$ cat src/hsq_defines.vh
// constants of the homing sequencer
`ifndef HSQ_DEFINES_VH
`define HSQ_DEFINES_VH
`define HSQ_ADDR_W        8
`define HSQ_REG_CTRL      8'h00
`define HSQ_REG_FAST      8'h04
`define HSQ_REG_SLOW      8'h08
`define HSQ_REG_ACCEL     8'h0c
`define HSQ_REG_HOME      8'h10
`define HSQ_REG_STATUS    8'h14
`define HSQ_REG_POS       8'h18
`define HSQ_REG_NODE      8'h1c
`define HSQ_CTRL_START    0
`define HSQ_CTRL_METH_LSB 8
`define HSQ_METH_W        6
`define HSQ_RST_METH      6'h00
`define HSQ_RST_SPEED     16'h0000
`define HSQ_RST_ACCEL     16'h0000
`define HSQ_RST_HOME      32'h00000000
`define HSQ_IP_PREFIX     24'hc0a864
`define HSQ_NO_INDEX_OFS  6'h10
`define HSQ_M_INDEX_MAX   6'h0e
`define HSQ_M_NOIDX_MIN   6'h11
`define HSQ_M_NOIDX_MAX   6'h1e
`define HSQ_M_IDX_NEG     6'h21
`define HSQ_M_IDX_POS     6'h22
`define HSQ_M_SET_POS     6'h23
`define HSQ_SW_NONE       2'h0
`define HSQ_SW_NEG        2'h1
`define HSQ_SW_POS        2'h2
`define HSQ_SW_HOME       2'h3
`endif

$ cat src/hsq_homing_sequencer.v
// homing sequencer: method decode, search motion and home capture
//
// The placing of the registers and the address-and-strobe port were left to the implementer.
`timescale 1ns/1ps
// Behaviour
// - method 1: run negative until negative limit toggles, reverse, home on index
// - method 2: run positive until positive limit toggles, reverse, home on index
// - methods 3/4: start direction from home switch level, fixed final approach
// - methods 5/6 mirror methods 3/4 on the negative-side home switch
// - methods 7-14 home on index beside home switch edge, limits used too
// - methods 7-10 use positive limit, start positive when outside home region
// - inside home region: 7/8 start left, 9/10 start right
// - in each pair one method takes the index left, the other right
// - methods 11-14 like 7-10 with negative limit, start left outside region
// - methods 17-30 repeat 1-14, home taken at the switch edge
// - methods 19/20 move as 3/4 and capture on home switch edge
// - 33 seeks nearest index negative, 34 positive, no switches
// - method 35 only loads position with the home value, no motion
// - switch inputs: high is active, low is inactive
// - node address is 192.168.100 plus the rotary/pin octet
// - at home the measured position becomes zero, later travel counts on
// - fast speed while seeking switch, slow speed while seeking index
// - one acceleration value for all homing moves
`include "hsq_defines.vh"
module hsq_homing_sequencer
(
  input  wire                   I_CORE_CLK,
  input  wire                   I_RESETN,
  input  wire [`HSQ_ADDR_W-1:0] I_ADDR,
  input  wire [31:0]            I_WDATA,
  input  wire                   I_WR,
  input  wire                   I_RD,
  output reg  [31:0]            O_RDATA,
  input  wire                   I_INDEX,
  input  wire                   I_HOME_SW,
  input  wire                   I_POS_LIM,
  input  wire                   I_NEG_LIM,
  input  wire                   I_ENC_STEP,
  input  wire                   I_ENC_DIR,
  input  wire [7:0]             I_NODE_SW,
  output wire                   O_MOVE_EN,
  output reg                    O_MOVE_DIR,
  output reg  [15:0]            O_SPEED,
  output reg  [15:0]            O_ACCEL,
  output reg  [31:0]            O_POSITION,
  output reg                    O_HOME_DONE,
  output reg                    O_HOME_ERR
);
  localparam ST_IDLE = 5'h01;
  localparam ST_SEEK = 5'h02;
  localparam ST_APPR = 5'h04;
  localparam ST_DONE = 5'h08;
  localparam ST_ERR  = 5'h10;
  localparam NPIN    = 14;

  // ******************************************
  // pin synchronisers
  // ******************************************
  wire [NPIN-1:0] pin_raw;
  reg  [NPIN-1:0] s1_r;
  reg  [NPIN-1:0] s2_r;
  reg  [NPIN-1:0] s3_r;
  reg  [NPIN-1:0] pin_r;
  assign pin_raw = {I_NODE_SW, I_ENC_DIR, I_ENC_STEP, I_NEG_LIM, I_POS_LIM, I_HOME_SW, I_INDEX};
  genvar gi;
  generate
    for (gi = 0; gi < NPIN; gi = gi + 1)
    begin : g_sync
      // a change counts only when stages two and three agree
      always @(posedge I_CORE_CLK or negedge I_RESETN)
      begin
        if (!I_RESETN)
        begin
          s1_r[gi]  <= 1'b0;
          s2_r[gi]  <= 1'b0;
          s3_r[gi]  <= 1'b0;
          pin_r[gi] <= 1'b0;
        end
        else
        begin
          s1_r[gi] <= pin_raw[gi];
          s2_r[gi] <= s1_r[gi];
          s3_r[gi] <= s2_r[gi];
          if (s2_r[gi] == s3_r[gi])
            pin_r[gi] <= s3_r[gi];
        end
      end
    end
  endgenerate

  reg  [5:0] prev_r;
  wire idx_f  = pin_r[0];
  wire home_f = pin_r[1];
  wire plim_f = pin_r[2];
  wire nlim_f = pin_r[3];
  wire idx_rise  = idx_f & ~prev_r[0];
  wire step_rise = pin_r[4] & ~prev_r[4];
  wire [7:0] node_octet = pin_r[13:6];

  // ******************************************
  // registers
  // ******************************************
  reg  [`HSQ_METH_W-1:0] meth_r;
  reg  [15:0]            fast_r;
  reg  [15:0]            slow_r;
  reg  [31:0]            home_r;
  reg  [4:0]             st_r;
  reg  [4:0]             st_nxt;
  reg                    dir_nxt;
  reg                    rev_r;
  wire                   start = I_WR && (I_ADDR == `HSQ_REG_CTRL) && I_WDATA[`HSQ_CTRL_START];

  always @(posedge I_CORE_CLK or negedge I_RESETN)
  begin
    if (!I_RESETN)
    begin
      meth_r  <= `HSQ_RST_METH;
      fast_r  <= `HSQ_RST_SPEED;
      slow_r  <= `HSQ_RST_SPEED;
      O_ACCEL <= `HSQ_RST_ACCEL;
      home_r  <= `HSQ_RST_HOME;
    end
    else if (I_WR)
    begin
      case (I_ADDR)
        `HSQ_REG_CTRL:
          meth_r <= I_WDATA[`HSQ_CTRL_METH_LSB +: `HSQ_METH_W];
        `HSQ_REG_FAST:
          fast_r <= I_WDATA[15:0];
        `HSQ_REG_SLOW:
          slow_r <= I_WDATA[15:0];
        `HSQ_REG_ACCEL:
          O_ACCEL <= I_WDATA[15:0];
        `HSQ_REG_HOME:
          home_r <= I_WDATA;
        default:
          home_r <= home_r;
      endcase
    end
  end

  // read data stand in the cycle after the strobe only
  always @(posedge I_CORE_CLK or negedge I_RESETN)
  begin
    if (!I_RESETN)
      O_RDATA <= 32'h00000000;
    else if (!I_RD)
      O_RDATA <= 32'h00000000;
    else
    begin
      case (I_ADDR)
        `HSQ_REG_CTRL:
          O_RDATA <= {18'h00000, meth_r, 8'h00};
        `HSQ_REG_FAST:
          O_RDATA <= {16'h0000, fast_r};
        `HSQ_REG_SLOW:
          O_RDATA <= {16'h0000, slow_r};
        `HSQ_REG_ACCEL:
          O_RDATA <= {16'h0000, O_ACCEL};
        `HSQ_REG_HOME:
          O_RDATA <= home_r;
        `HSQ_REG_STATUS:
          O_RDATA <= {16'h0000, nlim_f, plim_f, home_f, idx_f, 3'h0, st_r,
                      O_MOVE_DIR, O_MOVE_EN, O_HOME_ERR, O_HOME_DONE};
        `HSQ_REG_POS:
          O_RDATA <= O_POSITION;
        `HSQ_REG_NODE:
          O_RDATA <= {`HSQ_IP_PREFIX, node_octet};
        default:
          O_RDATA <= 32'h00000000;
      endcase
    end
  end

  // ******************************************
  // method decode
  // ******************************************
  reg  [`HSQ_METH_W-1:0] base;
  reg                    m_ok;
  reg                    use_idx;
  reg                    set_only;
  reg  [1:0]             sw_sel;
  reg  [1:0]             lim_sel;
  reg                    d1;
  reg                    d2;
  reg                    skip_seek;
  always @*
  begin
    base      = meth_r;
    m_ok      = 1'b1;
    use_idx   = 1'b1;
    set_only  = 1'b0;
    sw_sel    = `HSQ_SW_NONE;
    lim_sel   = `HSQ_SW_NONE;
    d1        = 1'b0;
    d2        = 1'b0;
    skip_seek = 1'b0;
    if (meth_r >= `HSQ_M_NOIDX_MIN && meth_r <= `HSQ_M_NOIDX_MAX)
    begin
      base    = meth_r - `HSQ_NO_INDEX_OFS;
      use_idx = 1'b0;
    end
    case (base)
      6'h01:
      begin
        sw_sel = `HSQ_SW_NEG;
        d1     = 1'b0;
        d2     = 1'b1;
      end
      6'h02:
      begin
        sw_sel = `HSQ_SW_POS;
        d1     = 1'b1;
        d2     = 1'b0;
      end
      // start from switch level, fixed final direction
      6'h03, 6'h04:
      begin
        sw_sel = `HSQ_SW_HOME;
        d1     = home_f ^ (base == 6'h03);
        d2     = (base == 6'h04);
      end
      6'h05, 6'h06:
      begin
        sw_sel = `HSQ_SW_HOME;
        d1     = home_f ^ (base == 6'h06);
        d2     = (base == 6'h05);
      end
      // home switch edge with limit reversal
      6'h07, 6'h08, 6'h09, 6'h0a, 6'h0b, 6'h0c, 6'h0d, 6'h0e:
      begin
        sw_sel = `HSQ_SW_HOME;
        if (base <= 6'h0a)
        begin
          lim_sel = `HSQ_SW_POS;
          d1      = 1'b1;
        end
        else
        begin
          lim_sel = `HSQ_SW_NEG;
          d1      = 1'b0;
        end
        if (home_f)
          d1 = ~(base == 6'h07 || base == 6'h08 || base == 6'h0b || base == 6'h0c);
        // index left for odd, right for even
        d2 = ~base[0];
      end
      `HSQ_M_IDX_NEG, `HSQ_M_IDX_POS:
      begin
        skip_seek = 1'b1;
        d2        = (base == `HSQ_M_IDX_POS);
      end
      `HSQ_M_SET_POS:
        set_only = 1'b1;
      default:
        m_ok = 1'b0;
    endcase
  end

  // ******************************************
  // sequencer
  // ******************************************
  reg  sw_now;
  reg  sw_prev;
  reg  lim_now;
  always @*
  begin
    case (sw_sel)
      `HSQ_SW_NEG:
      begin
        sw_now  = nlim_f;
        sw_prev = prev_r[3];
      end
      `HSQ_SW_POS:
      begin
        sw_now  = plim_f;
        sw_prev = prev_r[2];
      end
      `HSQ_SW_HOME:
      begin
        sw_now  = home_f;
        sw_prev = prev_r[1];
      end
      default:
      begin
        sw_now  = 1'b0;
        sw_prev = 1'b0;
      end
    endcase
    case (lim_sel)
      `HSQ_SW_NEG:
        lim_now = nlim_f & ~prev_r[3];
      `HSQ_SW_POS:
        lim_now = plim_f & ~prev_r[2];
      default:
        lim_now = 1'b0;
    endcase
  end
  wire sw_edge = sw_now ^ sw_prev;
  wire capture = (st_r == ST_APPR) && (use_idx ? idx_rise : 1'b1);

  always @*
  begin
    st_nxt  = st_r;
    dir_nxt = O_MOVE_DIR;
    case (st_r)
      ST_IDLE, ST_DONE, ST_ERR:
      begin
        if (start)
        begin
          if (!m_ok)
            st_nxt = ST_ERR;
          else if (set_only)
            st_nxt = ST_DONE;
          else if (skip_seek)
          begin
            st_nxt  = ST_APPR;
            dir_nxt = d2;
          end
          else
          begin
            st_nxt  = ST_SEEK;
            dir_nxt = d1;
          end
        end
      end
      ST_SEEK:
      begin
        if (sw_edge)
        begin
          st_nxt  = ST_APPR;
          dir_nxt = d2;
        end
        // limit reached before the home edge: turn back
        else if (lim_now && !rev_r)
          dir_nxt = ~O_MOVE_DIR;
      end
      ST_APPR:
      begin
        if (capture)
          st_nxt = ST_DONE;
      end
      default:
        st_nxt = ST_IDLE;
    endcase
  end

  assign O_MOVE_EN = (st_r == ST_SEEK) || (st_r == ST_APPR);

  always @(posedge I_CORE_CLK or negedge I_RESETN)
  begin
    if (!I_RESETN)
    begin
      st_r        <= ST_IDLE;
      prev_r      <= 6'h00;
      rev_r       <= 1'b0;
      O_MOVE_DIR  <= 1'b0;
      O_SPEED     <= 16'h0000;
      O_POSITION  <= 32'h00000000;
      O_HOME_DONE <= 1'b0;
      O_HOME_ERR  <= 1'b0;
    end
    else
    begin
      st_r       <= st_nxt;
      prev_r     <= pin_r[5:0];
      O_MOVE_DIR <= dir_nxt;
      rev_r      <= (st_nxt == ST_SEEK) && (rev_r || (st_r == ST_SEEK && lim_now));
      // fast for switch, slow for index
      if (st_nxt == ST_SEEK)
        O_SPEED <= fast_r;
      else if (st_nxt == ST_APPR)
        O_SPEED <= slow_r;
      else
        O_SPEED <= 16'h0000;
      O_HOME_DONE <= (st_nxt == ST_DONE);
      O_HOME_ERR  <= (st_nxt == ST_ERR);
      // zero at home, overrun keeps counting
      if (capture)
        O_POSITION <= 32'h00000000;
      else if (start && m_ok && set_only && st_r != ST_SEEK && st_r != ST_APPR)
        O_POSITION <= home_r;
      else if (step_rise)
        O_POSITION <= pin_r[5] ? O_POSITION + 32'h00000001 : O_POSITION - 32'h00000001;
    end
  end
endmodule

$ cat config.mk
export PLATFORM = sky130hd
export DESIGN_NAME = hsq_homing_sequencer
export DESIGN_NICKNAME = d
export VERILOG_FILES = /design/src/hsq_homing_sequencer.v
export VERILOG_INCLUDE_DIRS = /design/src /design/src/src
export SDC_FILE = /design/constraint.sdc
export NUM_CORES = 1
export LEC_CHECK = 0
export BUFFER_PORTS_ARGS = -buffer_cell sky130_fd_sc_hd__buf_2
export CAP_MARGIN = 15
export CORE_MARGIN = 2
export CORE_UTILIZATION = 44
export DETAILED_ROUTE_END_ITERATION = 10
export GPL_ROUTABILITY_DRIVEN = 0
export PLACE_DENSITY = 0.65
export SYNTH_ARGS = -nofsm -noshare
export SYNTH_HDL_FRONTEND = slang
export SYNTH_SLANG_ARGS = --single-unit
$ cat constraint.sdc
create_clock -name I_CORE_CLK -period 5.5 [get_ports I_CORE_CLK]
set_input_delay 0 -clock I_CORE_CLK [delete_from_list [all_inputs] [get_ports I_CORE_CLK]]
set_output_delay 0 -clock I_CORE_CLK [all_outputs]
set_load 0.1 [all_outputs]
# Word level (Yosys, flattened, before mapping)
# Cells that the tools add are included.
# totals
reg_bits	236
latchBits	0
mem_bits_rw	0
rom_bits	0
input_bits	58
wordCells	218
mem_count	0
# classes
addsub	3
n_mul	0
div_mod_pow	0
magnitude_cmp	3
eq_ne	58
shifts	0
muxes	37
n_bitwise	14
reduce_logical	33
# ops
op	n
one-hot mux 32 bit (8 select lines)	1
two-way mux 32 bit	5
equality test 6 x 4 -> 1 bit, second input constant	7
adder 32 x 1 -> 32 bit, second input constant	1
equality test 8 x 5 -> 1 bit, second input constant	4
two-way mux 16 bit	2
subtractor 32 x 1 -> 32 bit, second input constant	1
equality test 6 x 3 -> 1 bit, second input constant	4
two-way mux 5 bit	4
equality test 6 bit, second input constant	3
OR reduction 17 bit	1
equality test 8 x 4 -> 1 bit, second input constant	2
one-hot mux 5 bit (3 select lines)	1
equality test 1 bit	14
equality test 6 x 2 -> 1 bit, second input constant	2
two-way mux 1 bit	12
OR reduction 12 bit	1
logical AND 1 bit	11
equality test 5 x 2 -> 1 bit, second input constant	2
equality test 5 x 3 -> 1 bit, second input constant	2
equality test 5 x 4 -> 1 bit, second input constant	2
equality test 5 bit, second input constant	2
AND reduction 2 bit	5
equality test 8 x 3 -> 1 bit, second input constant	1
33 further kinds	58

# Longest topological paths before layout
# logic_depth
word_depth	15
ltp_mapped	12
depth_no_buf	11

# Worst setup path after synthesis
# No wires, ideal clock.
# synth_path
path_kind	register -> register
start	register pin_r[5]
end	register O_POSITION[16]
setup_ps	99
arrival_time_ps	3165
required_time_ps	5401
setup_slack_ps	2236
stages_incl_launch_ff	12
n_path_buf	0
period_less_slack_ps	3264
cell_sequence	dfrtp_1 > inv_1 > ha_1 > a211oi_1 > o211ai_1 > a31oi_1 > o21ai_0 > a21o_1 > a21oi_1 > xnor2_1 > nand2_1 > a311oi_1
# synth_via
elab_chain_len	4
# synth_lines
element	line_no	text
start: declaration	hsq_homing_sequencer.v:63	reg [NPIN-1:0] pin_r;
start signal: indexed assignment	hsq_homing_sequencer.v:85	pin_r[gi] <= s3_r[gi];
two-way mux 32 bit	hsq_homing_sequencer.v:384	O_POSITION <= pin_r[5] ? O_POSITION + 32'h00000001 : O_POSITION - 32'h00000001;
two-way mux 32 bit	hsq_homing_sequencer.v:383	else if (step_rise)
two-way mux 32 bit	hsq_homing_sequencer.v:381	else if (start && m_ok && set_only && st_r != ST_SEEK && st_r != ST_APPR)
two-way mux 32 bit	hsq_homing_sequencer.v:379	if (capture)
end signal: assignment	hsq_homing_sequencer.v:382	O_POSITION <= home_r;
end signal: assignment	hsq_homing_sequencer.v:384	
end: declaration	hsq_homing_sequencer.v:45	output reg [31:0] O_POSITION,
# Every way passes these cells. The select of a mux whose other input is x is not followed.
# A chain may end at the register's enable or synchronous reset.

# Final worst setup path
# Same ends and word-level chain as after synthesis.

==> reports/results.ini <==
[critical_path]
startpoint_type = flip-flop
cp.arrival_ps = 3870
end_kind = flip-flop
cp.required_ps = 5940
cp.buffers_inverters = 2
cpMaxStageDelayCell = a31oi_1
cpLargestDelayFamily = compound AO/OA/AOI/OAI gates
path_cells = inv_1 > buf_4 > ha_1 > a211oi_1 > o211ai_1 > a31oi_1 > o21ai_0 > a21o_1 > a21oi_1 > xnor2_1 > nand2_1 > a311oi_1
crit_path_max_fanout = 32
cp.depth = 12
rr_worst_depth = 12
crit_path_max_incr_delay_ps = 480
criticalPathCategory = reg2reg

[synthesis]
synthArstFlopShare_pct = 100
synth_edf_count = 0
yosysSeqAreaShare_pct = 54.1
ys_ff_latch = 236
synth_nets = 1026
synth_top_area_share_pct = 53.8
synth_cells = 936
synth.area.top_cells = dfrtp_1 (54%), mux2_2 (8.9%), ha_1 (3.6%), a22oi_1 (3.1%), nor2_1 (2.4%)
synth_area_sq_mm = 0.0109
yosysTopAreaCell = dfrtp_1
synth-main-ff-cell = dfrtp_1
yosysWarnings = 0
yosysUniqueCellTypes = 70
syn_area_per_cell_sq_um = 11.7

[placement]
place_area_sq_mm = 0.0120
io_buffers = 157
dp_hpwl_microns = 20000
dp_cells = 1381

[cts]
cts.sinks = 236
postCtsSetupBuffers = 0
numCtsBuffers = 26
clkTransAtPathRegs_ps = 60
clk_path_buf_depth = 3
clk_latency_ps = 560
root_buffer = clkbuf_16
hold_buffers = 48
htreeDepth = 1
cts_tree = built
cts-resized-gates = 0

[floorplanning]
pin_count = 158
die_y_microns = 162
die_area_sq_mm = 0.0261
row_count = 57
floorplan.initialDensity_pct = 44.9
fp.coreArea_sq_mm = 0.0243
fp.dieW_microns = 162

[grt]
grt.total_usage_pct = 22.6
grt_first_pass_wirelength_microns = 46400
gr-total-overflow = 0
antenna_found_initial = 0
grt_pass1_vias = 8317
grt_max_degree = 163

[final_layout]
final_area_sq_mm = 0.0134
syn2layout_area_growth_pct = 22.7
n_antenna_cell = 0
drive_gt1_share_pct = 28.3
post-route-util_pct = 55.1
fin_cells = 1477
nNetsFinal = 1223
n_fill_cell = 2121

[sta]
min_period_ps = 3440
slew_headroom_pct = 26.8
fin_setup_tns_ps = 0
fmax_mhz = 291
maxSlewViolCount = 0
finClkSkew_ps = 30.7
period_share_pct = 62.5
rsz0062_at_grt = no
setup_viol = 0
hold_viol = 0
worst_slew_pin_slew_ps = 1100

[status]
status = finished clean

[power]
ir_drop_uv = 383
combPwrFrac_pct = 37.7
power_density_mw_per_mm2 = 474
swShare_pct = 41.8
power_frac_clock_pct = 28.4
leakagePower_uw = 0.00637
power_uw = 6360
p_seq_share_pct = 33.9
internal_power_uw = 3700
p_switching_uw = 2660

[drt]
drtIter0Drc = 716
vias = 8464
wl_per_cell_microns = 20.1
drc = 0
wl_microns = 29600
drt-pass1-iter-count = 5
antenna_left = 0
vias_per_cell = 5.73

[job]
drv_cap = 0

[min_path]
hold_class = in2async

==> cells in the mapped netlist, types with 13 or more instances <==
cell type	instances
a21oi_1	45
a21o_1	13
a211oi_1	23
a22oi_1	45
dfrtp_1	235
nand2_1	45
o21ai_0	34
maj3_1	14
mux2_2	86
xnor2_1	15
clkbuf_1	34
a31oi_1	20
nor2_1	71
ha_1	31
a22o_1	22
nor3_1	21
==> sequential cells by signal, indices dropped and copies added, names as in the netlist, 6 cells and up <==
name,cells
O_ACCEL,16
meth_r,6
slow_r,16
O_SPEED,16
home_r,32
s1_r,14
node_octet,8
s2_r,14
s3_r,14
O_RDATA,32
fast_r,16
O_POSITION,32
==> kinds of logic (layout without fill, tap and decap cells) <==
family                     count (synthesis)  count (layout)  share of synthesized area (%)
adders and majority gates                 46              46                           5.02
and+or+nand+nor                          202             202                           9.14
AOI/OAI and AO/OA                        277             277                           18.1
xor gates and xnor gates                  24              24                           1.92
DFF                                      236             236                           54.1
muxes                                     90              90                           9.23
buffers and inverters                     61             278                           2.54
==> final cells by class <==
cell class	instances	area [sq um]	area share (%)
Clock buffer	34	721	5.38
Clock inverter	14	185	1.38
Inverter	11	41.3	0.308
Multi-Input combinational cell	639	4750	35.4
Sequential cell	236	5910	44.1
Tap cell	324	405	3.02
Timing Repair Buffer	219	1390	10.4
==> per-layer routing <==
layer / share of wire, % / up-vias / GRT usage, %
met5: 0 / - / 0
met4: 2.9 / 0 / 6.70
met3: 5.5 / 54 / 3.70
met2: 48 / 264 / 37.3
met1: 43 / 4235 / 30.7
li1: - / 3911 / -
==> per-stage QoR <==
stage | setup slack, ps | hold WS (ps)
6_report | 2060 | 12.7
2_1_floorplan | 2240 | -296
3_3_place_gp | 2230 | 5.17
4_1_cts | 2070 | 25.5
5_1_grt | 1760 | 54.4
3_5_place_dp | 2100 | -1.72
==> worst paths after layout <==
kind,startpoint,to,slack (ps)
max reg2reg,pin_r[5],O_POSITION[16],2060
max,pin_r[5],O_POSITION[16],2060
max in group asynchronous,I_RESETN,O_POSITION[10],4190
min reg2reg,s1_r[0],s2_r[0],350
min,I_RESETN,home_r[21],10
min in group I_CORE_CLK,I_ADDR[3],O_RDATA[10],50
==> layout by cell type (no fill, tap or decap), types with 15 or more instances in the layout <==
master	netlist	final
nor2_1	71	68
o21ai_0	34	34
ha_1	31	31
dfrtp_1	235	235
a22oi_1	45	45
a22o_1	22	22
clkbuf_16	0	26
mux2_2	86	86
dlygate4sd3_1	0	48
buf_2	5	156
nor3_1	21	20
a211oi_1	23	23
a21oi_1	45	45
xnor2_1	15	15
a31oi_1	20	20
nand2_1	45	45
==> power groups by stage <==
stage | registers (uW) | logic [uW] | clock network [uW]
2_1_floorplan | 2950 | 1070 | 0
3_3_place_gp | 2180 | 2350 | 0
3_5_place_dp | 2180 | 2370 | 0
4_1_cts | 2150 | 2410 | 1840
5_1_grt | 2180 | 2580 | 1910
6_report | 2150 | 2400 | 1800
No activity file was read; power rests on OpenSTA's default activity.
